**src/logic/pmr_pkg.sv**
```systemverilog
// Constants and types of the power-mode and reset sequencer
package pmr_pkg;
   localparam int          CLKS_PER_MCYCLE   = 4;
   localparam logic [1:0]  SAMPLE_PHASE      = 2'h3;
   localparam int          RST_HOLD_MCYCLES  = 2;
   localparam logic [11:0] RST_HOLD_CYCLES   =
      12'(RST_HOLD_MCYCLES * CLKS_PER_MCYCLE);
   localparam logic [11:0] POR_DELAY_CYCLES  = 12'h400;
   localparam logic [9:0]  WDT_RESET_DELAY   = 10'h200;
   localparam logic [7:0]  ADDR_POWER_CTRL   = 8'h00;
   localparam logic [7:0]  ADDR_WDOG_CTRL    = 8'h01;
   localparam int          POWER_CONTROL_REG_IDLE_BIT     = 0;
   localparam int          POWER_CONTROL_REG_PDOWN_BIT    = 1;
   localparam int          WDC_RESTART_BIT   = 0;
   localparam int          WDC_RST_EN_BIT    = 1;
   localparam int          WDC_WDT_FLAG_BIT  = 2;
   localparam int          WDC_INT_FLAG_BIT  = 3;
   localparam int          WDC_POR_FLAG_BIT  = 6;
   localparam logic [7:0]  RESET_PC          = 8'h00;

   typedef enum logic [4:0] {
      ST_RUN   = 5'h01,
      ST_IDLE  = 5'h02,
      ST_PDOWN = 5'h04,
      ST_WAKE  = 5'h08,
      ST_RESET = 5'h10
   } pmr_state_t;
endpackage

```
**src/logic/pmr_power_mode_reset_control.sv**
```systemverilog
// Power-mode and reset sequencer with register port
`timescale 1ns/100ps
module pmr_power_mode_reset_control
   import pmr_pkg::*;
(
   input  wire logic       ref_clk_in,
   input  wire logic       reset_n_in,
   input  wire logic       power_fail_in,
   input  wire logic       ext_reset_pin_in,
   input  wire logic [1:0] ext_int_n_in,
   input  wire logic [1:0] int_level_mode_in,
   input  wire logic [1:0] ext_int_enable_in,
   input  wire logic       global_interrupt_enable_in,
   input  wire logic       int_pending_in,
   input  wire logic       wdt_int_enable_in,
   input  wire logic       wdt_timeout_in,
   input  wire logic       instr_done_in,
   input  wire logic       cpu_ale_in,
   input  wire logic       cpu_program_store_strobe_in,
   input  wire logic [7:0] reg_addr_in,
   input  wire logic [7:0] reg_wdata_in,
   input  wire logic       reg_wr_in,
   input  wire logic       reg_rd_in,
   output logic [7:0]      reg_rdata_out,
   output logic            cpu_clk_en_out,
   output logic            periph_clk_en_out,
   output logic            osc_run_out,
   output logic            cpu_reset_out,
   output logic            addr_latch_strobe_out,
   output logic            program_store_strobe_out,
   output logic            port_hold_out,
   output logic            port_from_reg_out,
   output logic            wdt_restart_out,
   output logic            ext_reset_seen_out
);
   pmr_state_t  state_reg;
   pmr_state_t  state_next;
   logic [1:0]  phase_reg;
   logic        hi_seen_reg;
   logic [11:0] stretch_reg;
   logic [11:0] stretch_next;
   logic [9:0]  wdt_cnt_reg;
   logic        wdt_armed_reg;
   logic        idle_bit_reg;
   logic        pdown_bit_reg;
   logic        por_flag_reg;
   logic        wdt_flag_reg;
   logic        wdt_int_flag_reg;
   logic        wdt_rst_en_reg;
   logic        ext_detect;
   logic        wdt_fire;
   logic        rst_event;
   logic        level_wake;
   logic        idle_wake;
   logic        wr_power_control_reg;
   logic        wr_wdc;
   logic        clocks_on;

   assign wr_power_control_reg   = reg_wr_in && (reg_addr_in == ADDR_POWER_CTRL);
   assign wr_wdc    = reg_wr_in && (reg_addr_in == ADDR_WDOG_CTRL);
   assign clocks_on = (state_reg != ST_PDOWN);

   assign ext_detect = clocks_on && (phase_reg == SAMPLE_PHASE)
                       && ext_reset_pin_in && hi_seen_reg;
   assign wdt_fire   = clocks_on && wdt_armed_reg && wdt_rst_en_reg
                       && (wdt_cnt_reg == WDT_RESET_DELAY - 10'h001);
   assign rst_event  = power_fail_in || ext_detect || wdt_fire;
   assign level_wake = global_interrupt_enable_in && |(int_level_mode_in
                       & ext_int_enable_in & ~ext_int_n_in);
   assign idle_wake  = int_pending_in
                       || (wdt_int_flag_reg && wdt_int_enable_in);

   // Machine-cycle phase; frozen when the oscillator stops
   always_ff @(posedge ref_clk_in or negedge reset_n_in) begin
      if (!reset_n_in) begin
         phase_reg <= 2'h0;
      end else if (clocks_on) begin
         phase_reg <= phase_reg + 2'h1;
      end
   end

   // sample pin once per machine cycle
   always_ff @(posedge ref_clk_in or negedge reset_n_in) begin
      if (!reset_n_in) begin
         hi_seen_reg <= 1'b0;
      end else if (clocks_on && phase_reg == SAMPLE_PHASE) begin
         hi_seen_reg <= ext_reset_pin_in;
      end
   end

   always_comb begin
      state_next   = state_reg;
      stretch_next = stretch_reg;
      if (power_fail_in) begin
         state_next   = ST_RESET;
         stretch_next = POR_DELAY_CYCLES - 12'h001;
      end else if (ext_detect || wdt_fire) begin
         state_next   = ST_RESET;
         stretch_next = RST_HOLD_CYCLES - 12'h001;
      end else begin
         case (state_reg)
            ST_RUN: begin
               if (instr_done_in && idle_bit_reg) begin
                  state_next = ST_IDLE;
               end else if (instr_done_in && pdown_bit_reg) begin
                  state_next = ST_PDOWN;
               end
            end
            ST_IDLE: begin
               if (idle_wake) begin
                  state_next = ST_RUN;
               end
            end
            ST_PDOWN: begin
               if (ext_reset_pin_in) begin
                  state_next = ST_WAKE;
               end else if (level_wake) begin
                  state_next = ST_RUN;
               end
            end
            ST_WAKE: begin
               // pin must stay high to be taken
               if (!ext_reset_pin_in && phase_reg == SAMPLE_PHASE) begin
                  state_next = ST_PDOWN;
               end
            end
            ST_RESET: begin
               // held while pin high, then stretch
               if (ext_reset_pin_in) begin
                  stretch_next = RST_HOLD_CYCLES - 12'h001;
               end else if (stretch_reg == 12'h000) begin
                  state_next = ST_RUN;
               end else begin
                  stretch_next = stretch_reg - 12'h001;
               end
            end
            default: begin
               state_next   = ST_RESET;
               stretch_next = RST_HOLD_CYCLES - 12'h001;
            end
         endcase
      end
   end

   // Power-on starts in the reset state with the full delay
   always_ff @(posedge ref_clk_in or negedge reset_n_in) begin
      if (!reset_n_in) begin
         state_reg   <= ST_RESET;
         stretch_reg <= POR_DELAY_CYCLES;
      end else begin
         state_reg   <= state_next;
         stretch_reg <= stretch_next;
      end
   end

   // Outputs follow the next state so they match state_reg
   always_ff @(posedge ref_clk_in or negedge reset_n_in) begin
      if (!reset_n_in) begin
         cpu_clk_en_out           <= 1'b1;
         periph_clk_en_out        <= 1'b1;
         osc_run_out              <= 1'b1;
         cpu_reset_out            <= 1'b1;
         addr_latch_strobe_out    <= 1'b1;
         program_store_strobe_out <= 1'b1;
         port_hold_out            <= 1'b0;
         port_from_reg_out        <= 1'b0;
      end else begin
         // CPU clock off in idle and wake wait
         cpu_clk_en_out    <= (state_next == ST_RUN)
                              || (state_next == ST_RESET);
         periph_clk_en_out <= (state_next != ST_PDOWN);
         osc_run_out       <= (state_next != ST_PDOWN);
         // reset taken before any CPU clock edge
         cpu_reset_out     <= (state_next == ST_RESET);
         // strobes high and ports held in idle
         case (state_next)
            ST_IDLE: begin
               addr_latch_strobe_out    <= 1'b1;
               program_store_strobe_out <= 1'b1;
            end
            ST_PDOWN, ST_WAKE: begin
               addr_latch_strobe_out    <= 1'b0;
               program_store_strobe_out <= 1'b0;
            end
            default: begin
               addr_latch_strobe_out    <= cpu_ale_in;
               program_store_strobe_out <= cpu_program_store_strobe_in;
            end
         endcase
         port_hold_out     <= (state_next == ST_IDLE);
         port_from_reg_out <= (state_next == ST_PDOWN)
                              || (state_next == ST_WAKE);
      end
   end

   always_ff @(posedge ref_clk_in or negedge reset_n_in) begin
      if (!reset_n_in) begin
         wdt_armed_reg <= 1'b0;
         wdt_cnt_reg   <= 10'h000;
      end else if (rst_event || !wdt_rst_en_reg
                   || (wr_wdc && reg_wdata_in[WDC_RESTART_BIT])) begin
         wdt_armed_reg <= 1'b0;
         wdt_cnt_reg   <= 10'h000;
      end else if (clocks_on && wdt_timeout_in) begin
         wdt_armed_reg <= 1'b1;
         wdt_cnt_reg   <= 10'h000;
      end else if (clocks_on && wdt_armed_reg) begin
         wdt_cnt_reg   <= wdt_cnt_reg + 10'h001;
      end
   end

   // Restart pulse to the watchdog; the restart bit self-clears
   always_ff @(posedge ref_clk_in or negedge reset_n_in) begin
      if (!reset_n_in) begin
         wdt_restart_out    <= 1'b0;
         ext_reset_seen_out <= 1'b0;
      end else begin
         wdt_restart_out    <= wr_wdc && reg_wdata_in[WDC_RESTART_BIT];
         ext_reset_seen_out <= ext_detect;
      end
   end

   // Mode bits; hardware clears win over a software write
   always_ff @(posedge ref_clk_in or negedge reset_n_in) begin
      if (!reset_n_in) begin
         idle_bit_reg  <= 1'b0;
         pdown_bit_reg <= 1'b0;
      end else if (rst_event) begin
         // every reset clears both mode bits
         // control state back to reset values
         idle_bit_reg  <= 1'b0;
         pdown_bit_reg <= 1'b0;
      end else if (state_reg == ST_IDLE && idle_wake) begin
         idle_bit_reg  <= 1'b0;
      end else if (state_reg == ST_PDOWN
                   && (ext_reset_pin_in || level_wake)) begin
         pdown_bit_reg <= 1'b0;
      end else if (wr_power_control_reg) begin
         idle_bit_reg  <= reg_wdata_in[POWER_CONTROL_REG_IDLE_BIT];
         pdown_bit_reg <= reg_wdata_in[POWER_CONTROL_REG_PDOWN_BIT];
      end
   end

   // Source flags; a hardware set wins over a software clear
   always_ff @(posedge ref_clk_in or negedge reset_n_in) begin
      if (!reset_n_in) begin
         por_flag_reg     <= 1'b1;
         wdt_flag_reg     <= 1'b0;
         wdt_rst_en_reg   <= 1'b0;
         wdt_int_flag_reg <= 1'b0;
      end else if (power_fail_in) begin
         por_flag_reg     <= 1'b1;
         wdt_flag_reg     <= 1'b0;
         wdt_rst_en_reg   <= 1'b0;
         wdt_int_flag_reg <= 1'b0;
      end else begin
         if (wr_wdc) begin
            por_flag_reg <= reg_wdata_in[WDC_POR_FLAG_BIT];
         end
         if (wdt_fire) begin
            wdt_flag_reg <= 1'b1;
         end else if (wr_wdc) begin
            wdt_flag_reg <= reg_wdata_in[WDC_WDT_FLAG_BIT];
         end
         if (wr_wdc && !rst_event) begin
            wdt_rst_en_reg <= reg_wdata_in[WDC_RST_EN_BIT];
         end
         // timeout raises the watchdog interrupt flag
         if (clocks_on && wdt_timeout_in) begin
            wdt_int_flag_reg <= 1'b1;
         end else if (rst_event) begin
            wdt_int_flag_reg <= 1'b0;
         end else if (wr_wdc) begin
            wdt_int_flag_reg <= reg_wdata_in[WDC_INT_FLAG_BIT];
         end
      end
   end

   // Read data stand one cycle after the strobe, zero otherwise
   always_ff @(posedge ref_clk_in or negedge reset_n_in) begin
      if (!reset_n_in) begin
         reg_rdata_out <= 8'h00;
      end else if (reg_rd_in && reg_addr_in == ADDR_POWER_CTRL) begin
         reg_rdata_out <= {6'h00, pdown_bit_reg, idle_bit_reg};
      end else if (reg_rd_in && reg_addr_in == ADDR_WDOG_CTRL) begin
         reg_rdata_out <= {1'b0, por_flag_reg, 2'h0, wdt_int_flag_reg,
                           wdt_flag_reg, wdt_rst_en_reg, 1'b0};
      end else begin
         reg_rdata_out <= 8'h00;
      end
   end
endmodule // pmr_power_mode_reset_control

```
**config.mk**
```make
export PLATFORM = sky130hd
export DESIGN_NAME = pmr_power_mode_reset_control
export DESIGN_NICKNAME = d
export VERILOG_FILES = /design/src/logic/pmr_pkg.sv /design/src/logic/pmr_power_mode_reset_control.sv
export SDC_FILE = /design/constraint.sdc
export NUM_CORES = 1
export LEC_CHECK = 0
export BUFFER_PORTS_ARGS = -buffer_cell sky130_fd_sc_hd__buf_4
export CORE_UTILIZATION = 55
export CTS_BUF_LIST = sky130_fd_sc_hd__clkbuf_8
export CTS_CLUSTER_SIZE = 16
export DETAILED_ROUTE_END_ITERATION = 6
export PLACE_DENSITY = 0.79
export SLEW_MARGIN = 0
export SYNTH_ARGS = -nofsm -noshare
export SYNTH_HDL_FRONTEND = slang
export SYNTH_SLANG_ARGS = --single-unit
```
**constraint.sdc**
```tcl
create_clock -name ref_clk_in -period 2.4 [get_ports ref_clk_in]
set_input_delay 0.24 -clock ref_clk_in [delete_from_list [all_inputs] [get_ports ref_clk_in]]
set_output_delay 0.24 -clock ref_clk_in [all_outputs]
set_load 0.05 [all_outputs]
```
==> results of run 1 <==
worst min-delay path by stage:
stage | from | to | slack, ns | cells after the start
5_1_grt | cpu_ale_in | addr_latch_strobe_out | 0.13 | 2
3_3_place_gp | reset_n_in | wdt_cnt_reg[3] | 0.29 | 1
3_5_place_dp | reset_n_in | port_from_reg_out | 0.30 | 1
6_report | cpu_ale_in | addr_latch_strobe_out | 0.14 | 2
4_1_cts | cpu_ale_in | addr_latch_strobe_out | 0.14 | 2
2_1_floorplan | reset_n_in | ext_reset_seen_out | -0.06 | 0
power groups by stage:
stage	combinational (W)	sequential, W	clock [W]
after floorplan	0.0000700	0.000907	0
after global placement	0.000142	0.000903	0
after detailed placement	0.000145	0.000904	0
after CTS	0.000147	0.000887	0.000539
after global routing	0.000159	0.000889	0.000571
final	0.000145	0.000887	0.000525
timing repair:
item | CTS | global route
hold endpoints to repair | 43 | 0
hold buffers | 1 | 0
setup buffers | 0 | 0
cell families (layout without fill, tap and decap cells):
logic type                 count (synthesis)  in the layout  synth area share, %
and+or+nand+nor                          120            120                23.72
buffers and inverters                     29             83                6.147
muxes                                      3              3                1.093
AOI/OAI and AO/OA                         66             66                17.21
other                                      1              3               0.1365
adders and majority gates                  3              3                1.366
DFF                                       51             51                46.81
xor gates and xnor gates                  11             11                3.506
per-layer routing:
metal	global-route usage [%]	part of all wire [%]
met2	42.58	51
met5	0	0
met1	29.40	43
met3	4.006	4.5
met4	7.843	1.5
cells in the final DEF (no fill, tap or decap), types with 7 or more instances in the layout:
cell type  Yosys  final
nand3_1        8      8
nand2_1       29     29
o22ai_1        8      8
o21ai_0        8      8
nor2_1        26     26
inv_1         18     19
clkbuf_8       0      7
a21oi_1       16     16
dfstp_2        8      8
and3_1         7      7
buf_4          5     55
nor3_1         9      9
xor2_1         7      7
dfrtp_1       43     43
stage by stage:
stage                     worst slack, ns  cells   power, W
final                              0.2429    407   0.001558
after floorplan                    0.4002    286  0.0009774
after global placement             0.2737    398   0.001045
after detailed placement           0.2630    398   0.001048
after global routing              0.03630    407   0.001619
after CTS                          0.2427    407   0.001573
final cells by class:
cell class / count / share of cell area [%]
multi-input combinational: 206 / 39.82
clock buffer: 7 / 2.951
inverter: 19 / 2.185
timing repair buffer: 56 / 12.96
sequential: 51 / 39.40
tap: 67 / 2.568
clock inverter: 1 / 0.1150
==> reports/metrics.yaml, run 1 <==
clock_tree:
  cts_buffer_depth: 2
  cts_root_buf: "clkbuf_8"
  cts_num_sinks: 51
  cts_max_level: 2
  cts_resized: 0
  cts_buffers: 5
  path_clk_slew_ns: 0.09
  insertion_delay_ns: 0.30
  cts_tree: "built"
routing:
  drt_iter0_drc: 117
  ant_nets: 0
  firstDrtPassIters: 5
  routed_wl_mm: 5.865
  drcViolationCount: 0
  viasPerCell: 5.631
  wl_per_cell_microns: 14.41
  routed-via-count: 2292
die:
  die_h_microns: 72.68
  die_x_microns: 72.68
  coreArea_sq_um: 4755
  start_util_pct: 57.79
  fp-row-count: 25
  die_area_sq_um: 5282
  io_pins: 53
power_and_ir_drop:
  powerDensity_nw_per_um2: 477.3
  p_leak_nw: 1.502
  internal-power_w: 0.001195
  p_comb_share_pct: 9.3
  vdd_drop_max_uv: 256.7
  switching_share_pct: 23.31
  power_frac_clock_pct: 33.7
  switching_power_w: 0.0003632
  p_seq_share_pct: 57.0
finish:
  diodes: 0
  utilization_pct: 68.66
  layout-drive-gt1-share_pct: 25.88
  seq_area_sq_um: 1286
  final_area_sq_um: 3264
  largest_reg_flops: 12
  fin_nets: 377
  multiInputGateArea_sq_um: 1300
  fillers: 386
  syn_to_final_growth_pct: 18.81
setup_path:
  rr_endpoint: "stretch_reg[2]"
  worstPathMaxFanout: 14
  ff2ff_path_depth: 6
  critPathTopFamily: "compound AO/OA/AOI/OAI gates"
  slowest_delay_ns: 0.47
  crit_type: "flop to flop"
  cp_cell_sequence: "or3_4 > o2111a_2 > a211oi_4 > and2_4 > inv_2 > o32a_2"
  cp_slowest_cell: "dfrtp_1"
  cp_num_buf_inv: 1
  endpoint_kind: "flop"
  crit_cells: 6
  cp-start-kind: "flop"
  worstPathArrival_ns: 2.35
  timing.rr.start: "state_reg[0]"
  r2r_setup_slack_ns: 0.24
  crit_required_ns: 2.59
  crit_path_end: "stretch_reg[2]"
  worstSetupStartpoint: "state_reg[0]"
global_routing:
  grt_max_degree: 52
  grt_use_total_pct: 23.88
  antenna_found_initial: 0
  grt_pass1_vias: 2147
  grt_pass1_wl_mm: 9.660
  overflow: 0
sta:
  fin_skew_ns: 0.006890
  max_slew_margin_pct: 50.43
  fin_crit_sh_pct: 89.88
  setup_viol_count_final: 0
  hold_violations: 0
  worst_pin_slew_ns: 0.7358
  setup_tns_ns: 0
  fmax_mhz: 463.6
  slew_viol_final: 0
  holdWs_ns: 0.1424
  rsz0062_at_grt: "false"
  period_minus_slack_ns: 2.157
worst_hold_path:
  hp-class: "input port to flop"
flow_run:
  drv_cap: 0
yosys:
  ys.warnings.count: 0
  ys_ff_latch: 51
  seq_area_frac_synth_pct: 46.81
  synth_top_area_share_pct: 39.16
  synth_edf_count: 0
  synth-main-ff-cell: "dfrtp_1"
  synthArstFlopShare_pct: 100.0
  syn_area_sq_um: 2748
  synthTopCellsByArea: "dfrtp_1 (39%), dfstp_2 (7.7%), nand2_1 (4.0%), nor2_1 (3.6%), a21oi_1 (2.9%)"
  synth_cell_types: 63
  synth_area_leader_cell: "dfrtp_1"
  synth.most_common_cell: "dfrtp_1"
  syn_area_per_cell_sq_um: 9.675
  synth_common_cells: "dfrtp_1 (43), nand2_1 (29), nor2_1 (26), inv_1 (18), a21oi_1 (16)"
  syn_inst: 284
place:
  routabilityCongestion: 0.8671
  dp_hpwl_mm: 4.272
  port_buffers: 46
  dpl_cell_area_sq_um: 3154
status:
  status: "finished clean"
No activity file was read; power rests on OpenSTA's default activity.
==> inputs of run 2 (changes only) <==
--- a/config.mk
+++ b/config.mk
@@ -5,12 +5,13 @@
 export SDC_FILE = /design/constraint.sdc
 export NUM_CORES = 1
 export LEC_CHECK = 0
-export BUFFER_PORTS_ARGS = -buffer_cell sky130_fd_sc_hd__buf_4
+export CORE_MARGIN = 2
 export CORE_UTILIZATION = 55
 export CTS_BUF_LIST = sky130_fd_sc_hd__clkbuf_8
 export CTS_CLUSTER_SIZE = 16
 export DETAILED_ROUTE_END_ITERATION = 6
-export PLACE_DENSITY = 0.79
+export DONT_BUFFER_PORTS = 1
+export PLACE_DENSITY = 0.7
 export SLEW_MARGIN = 0
 export SYNTH_ARGS = -nofsm -noshare
 export SYNTH_HDL_FRONTEND = slang
==> reports/metrics.yaml, run 2 (same netlist as run 1, synthesis figures left out) <==
setup_path:
  worstPathMaxFanout: 14  # unchanged
  cp-start-kind: "flop"
  worstPathArrival_ns: 2.30  # -0.05 ns
  timing.rr.start: "state_reg[1]"
  crit_required_ns: 2.59  # about the same
  endpoint_kind: "flop"
  r2r_setup_slack_ns: 0.29  # +0.04 ns
  ff2ff_path_depth: 6  # unchanged
  crit_type: "flop to flop"
  rr_endpoint: "stretch_reg[2]"
die:
  die_area_sq_um: 5577  # +5.6%
  start_util_pct: 57.41  # -0.38 points
  die_x_microns: 74.68  # +2.8%
  fp-row-count: 25  # unchanged
  coreArea_sq_um: 4786  # +0.66%
  die_h_microns: 74.68  # +2.8%
  io_pins: 53  # unchanged
place:
  pre_cts_ws_ns: 0.2943  # +0.03129 ns
  port_buffers: 0  # -100%
  routabilityCongestion: 0.9324  # +7.5%
  dp_hpwl_mm: 4.121  # -3.5%
finish:
  fillers: 409  # +6.0%
  final_common_cell: "dfrtp_1"
  layout-drive-gt1-share_pct: 14.86  # -11 points
  syn_to_final_growth_pct: 8.151
  layout_common_cells: "dfrtp_1 (43), nand2_1 (29), nor2_1 (26)"
  largest_reg_flops: 12  # unchanged
  diodes: 0  # unchanged
  fin_nets: 333  # -12%
routing:
  wl_per_cell_microns: 15.60  # +8.3%
  routed-via-count: 2128  # -7.2%
  routed_wl_mm: 5.663  # -3.4%
  drt_iter0_drc: 173  # +48%
  drcViolationCount: 0  # unchanged
  ant_nets: 0  # unchanged
  firstDrtPassIters: 4  # -1
  viasPerCell: 5.862  # +4.1%
global_routing:
  grt_pass1_vias: 1998  # -6.9%
  grt_max_degree: 52  # unchanged
  antenna_found_initial: 0  # unchanged
  grt_use_total_pct: 21.39  # -2.5 points
  overflow: 0  # unchanged
  grt_pass1_wl_mm: 9.197  # -4.8%
power_and_ir_drop:
  powerDensity_nw_per_um2: 538.3  # +13%
  p_leak_nw: 1.294  # -14%
  vdd_drop_max_uv: 371.5  # +45%
sta:
  rsz0062_at_grt: "false"
  max_slew_margin_pct: 61.11  # +11 points
  setup_tns_ns: 0  # unchanged
  setup_viol_count_final: 0  # unchanged
  slew_viol_final: 0  # unchanged
  fmax_mhz: 472.9  # +2.0%
  period_minus_slack_ns: 2.115  # -0.04236 ns
  timing.final.ws_setup_ns: 0.2853  # +0.04236 ns
  fin_crit_sh_pct: 88.11  # -1.8 points
  fin_skew_ns: 0.01461  # +0.007717 ns
  worst_pin_slew_ns: 0.5772  # -0.1585 ns
  hold_violations: 0  # unchanged
status:
  status: "finished clean"
clock_tree:
  cts_num_sinks: 51  # unchanged
  cts_buffers: 5  # unchanged
  post_cts_buffers: 0  # unchanged
  cts_max_level: 2  # unchanged
  insertion_delay_ns: 0.31  # about the same
  cts_tree: "built"
  cts_root_buf: "clkbuf_8"
  path_clk_slew_ns: 0.10  # about the same
  cts_buffer_depth: 2  # unchanged
worst_hold_path:
  hp-class: "input port to flop"
  whs_path_depth: 1  # -1
  min_from: "power_fail_in"
  holdPathEnd: "wdt_int_flag_reg"
flow_run:
  drv_cap: 0  # unchanged
run 2: cell count changes in the layout (fill, tap and decap cells not counted):
cell and change:
dlygate4sd3_1 +1, inv_6 +1, clkinvlp_4 +1, buf_16 +1, clkbuf_8 -2, bufinv_16 +1, buf_4 -46, inv_1 -1
run 2: where the power goes:
group	internal, W	switching [W]	total [W]
sequential	0.000875	0.0000192	0.000894
clock	0.000314	0.000295	0.000609
combinational	0.0000341	0.0000628	0.0000969
run 2: critical path, stage by stage, from the launching register on:
cell and delay [ns]:
dfrtp_1 0.45, or3_4 0.40, o2111a_2 0.33, a211oi_4 0.29, and2_4 0.31, inv_2 0.06, o32a_2 0.16
run 2: how the worst max path moves through the flow:
stage | startpoint | endpoint | depth (start not counted)
final | state_reg[1] | stretch_reg[2] | 6
after global routing | stretch_reg[1] | stretch_reg[10] | 8
after global placement | state_reg[1] | addr_latch_strobe_out | 6
after detailed placement | state_reg[1] | addr_latch_strobe_out | 6
after floorplan | state_reg[0] | stretch_reg[7] | 6
after CTS | stretch_reg[0] | stretch_reg[10] | 8
run 2: layout make-up:
type	instances	area, sq um	area share (%)
multi-input combinational	206	1300	43.75
sequential	51	1286	43.28
timing repair buffer	12	115.1	3.874
tap	67	83.83	2.821
inverter	19	71.32	2.400
clock buffer	5	68.82	2.316
clock inverter	3	46.29	1.558
run 2: layer usage:
metal	wire, microns	vias up	global-route usage [%]
met5	0	-	0
met4	89	0	6.944
met3	267	10	4.016
met1	2619	1021	29.27
li1	-	1034	-
met2	2686	63	34.61
run 2: through the flow:
step	cell area [sq um]	total power (W)	std cells	hold WS [ns]	utilization (%)
final	2972	0.001600	363	0.03719	62.09
after global routing	2972	0.001668	363	0.02873	62.09
after CTS	2972	0.001612	363	0.02968	62.09
after detailed placement	2809	0.0009823	352	-0.05396	58.69
after global placement	2809	0.0009805	352	-0.05416	58.69
after floorplan	2755	0.0009774	286	-0.05559	-
run 2: timing repair:
action	CTS	global route
endpoints found under the hold margin	52	0
hold buffers	3	0
gates resized for setup	0	0
==> inputs of run 3 (changes only) <==
--- a/config.mk
+++ b/config.mk
@@ -11,6 +11,7 @@
 export CTS_CLUSTER_SIZE = 16
 export DETAILED_ROUTE_END_ITERATION = 6
 export DONT_BUFFER_PORTS = 1
+export MAX_ROUTING_LAYER = met4
 export PLACE_DENSITY = 0.7
 export SLEW_MARGIN = 0
 export SYNTH_ARGS = -nofsm -noshare
==> constraint.sdc (replaced) <==
create_clock -name ref_clk_in -period 2.4 [get_ports ref_clk_in]
set_input_delay 0.24 -clock ref_clk_in [delete_from_list [all_inputs] [get_ports ref_clk_in]]
set_output_delay 0.24 -clock ref_clk_in [all_outputs]
set_load 0.005 [all_outputs]
==> reports/metrics.yaml, run 3 (same netlist as run 1, synthesis figures left out) <==
clock_tree:
  post_cts_buffers: 0  # unchanged
  cts_tree: "built"
  cts_buffers: 5  # unchanged
  cts_max_level: 2  # unchanged
  path_clk_slew_ns: 0.10  # about the same
  insertion_delay_ns: 0.31  # about the same
  cts_num_sinks: 51  # unchanged
  cts_root_buf: "clkbuf_8"
  cts_buffer_depth: 2  # unchanged
sta:
  slew_viol_final: 0  # unchanged
  fmax_mhz: 472.9  # about the same
  max_slew_margin_pct: 61.11  # unchanged
  fin_skew_ns: 0.01461  # -0.0000001000 ns
  hold_violations: 0  # unchanged
  rsz0062_at_grt: "false"
  setup_tns_ns: 0  # unchanged
  worst_pin_slew_ns: 0.5772  # unchanged
  period_minus_slack_ns: 2.115  # -0.00005600 ns
  timing.final.ws_setup_ns: 0.2853  # +0.00005600 ns
  setup_viol_count_final: 0  # unchanged
  fin_crit_sh_pct: 88.11  # about the same
routing:
  routed_wl_mm: 5.662  # about the same
  routed-via-count: 2128  # unchanged
  viasPerCell: 5.862  # unchanged
  firstDrtPassIters: 4  # unchanged
  drt_iter0_drc: 170  # -1.7%
  wl_per_cell_microns: 15.60  # about the same
  ant_nets: 0  # unchanged
  drcViolationCount: 0  # unchanged
place:
  routabilityCongestion: 0.9490  # +1.8%
  port_buffers: 0  # unchanged
  pre_cts_ws_ns: 0.2943  # unchanged
  dp_hpwl_mm: 4.121  # unchanged
power_and_ir_drop:
  vdd_drop_max_uv: 371.5  # about the same
  p_leak_nw: 1.294  # unchanged
  powerDensity_nw_per_um2: 533.0  # -0.98%
  power_w: 0.001584  # -0.98%
setup_path:
  cp_slowest_cell: "dfrtp_1"
  worstPathMaxFanout: 14  # unchanged
  cp_cell_sequence: "or3_4 > o2111a_2 > a211oi_4 > and2_4 > inv_2 > o32a_2"
  timing.rr.start: "state_reg[1]"
  crit_required_ns: 2.59  # about the same
  cp-start-kind: "flop"
  crit_type: "flop to flop"
  worstSetupStartpoint: "state_reg[1]"
  slowest_delay_ns: 0.45  # about the same
  endpoint_kind: "flop"
  worstPathArrival_ns: 2.30  # about the same
worst_hold_path:
  min_from: "power_fail_in"
  hp-class: "input port to flop"
finish:
  final_common_cell: "dfrtp_1"
  layout-drive-gt1-share_pct: 14.86  # unchanged
  utilization_pct: 62.09  # unchanged
  diodes: 0  # unchanged
  layout_common_cells: "dfrtp_1 (43), nand2_1 (29), nor2_1 (26)"
  syn_to_final_growth_pct: 8.151  # unchanged
  fin_nets: 333  # unchanged
  largest_reg_flops: 12  # unchanged
global_routing:
  grt_pass1_vias: 1998  # unchanged
  grt_pass1_wl_mm: 9.204  # about the same
  antenna_found_initial: 0  # unchanged
  grt_max_degree: 52  # unchanged
  overflow: 0  # unchanged
  grt_use_total_pct: 22.07  # +0.67 points
die:
  coreArea_sq_um: 4786  # unchanged
  die_area_sq_um: 5577  # unchanged
  start_util_pct: 57.41  # unchanged
  die_h_microns: 74.68  # unchanged
  fp-row-count: 25  # unchanged
  die_x_microns: 74.68  # unchanged
  io_pins: 53  # unchanged
flow_run:
  drv_cap: 0  # unchanged
status:
  status: "finished clean"
[run 3: cell counts in the layout (fill, tap and decap cells not counted)]
Identical to the previous run, type by type.
[run 3: final cells by class]
class | instances | area, sq um
Clock inverter | 3 | 46.29
Clock buffer | 5 | 68.82
Sequential cell | 51 | 1286
Timing Repair Buffer | 12 | 115.1
Tap cell | 67 | 83.83
Fill cell | 409 | 1814
Multi-Input combinational cell | 206 | 1300
Inverter | 19 | 71.32
[run 3: worst max-delay path: cells and delay by family (launching register included)]
family | cells | cell delay (ns)
DFF | 1 | 0.45
AOI/OAI and AO/OA | 3 | 0.78
and+or+nand+nor | 2 | 0.71
buffers and inverters | 1 | 0.06
[run 3: where the power goes]
part            total, W  internal, W  switching, W
logic          0.0000878    0.0000341     0.0000537
clock network   0.000609     0.000314      0.000295
registers       0.000887     0.000874     0.0000130
[run 3: through the flow]
stage          std cells  area (sq um)  hold slack (ns)
6_report             363          2972          0.03719
5_1_grt              363          2972          0.02874
4_1_cts              363          2972          0.02968
3_5_place_dp         352          2809         -0.05396
3_3_place_gp         352          2809         -0.05416
2_1_floorplan        286          2755         -0.05559
[run 3: worst paths after layout]
kind / to / slack, ns / depth (start not counted)
min in group asynchronous: idle_bit_reg / 0.45 / 2
worst min-delay path: wdt_int_flag_reg / 0.04 / 1
worst max-delay path: stretch_reg[2] / 0.29 / 6
worst max register to register: stretch_reg[2] / 0.29 / 6
worst min register to register: phase_reg[1] / 0.48 / 2
max in group asynchronous: state_reg[4] / 1.66 / 2
[run 3: timing repair]
item,in CTS,in global routing
hold endpoints to repair,52,0
resized for setup,0,0
hold buffers,3,0
[run 3: per-layer routing]
metal	vias up	track usage (%)	part of all wire [%]	wire length, microns
met5	-	-	0	0
met4	0	6.944	1.6	88
met2	63	34.61	47	2686
met3	10	4.016	4.7	267
met1	1021	29.27	46	2619
li1	1034	-	-	-
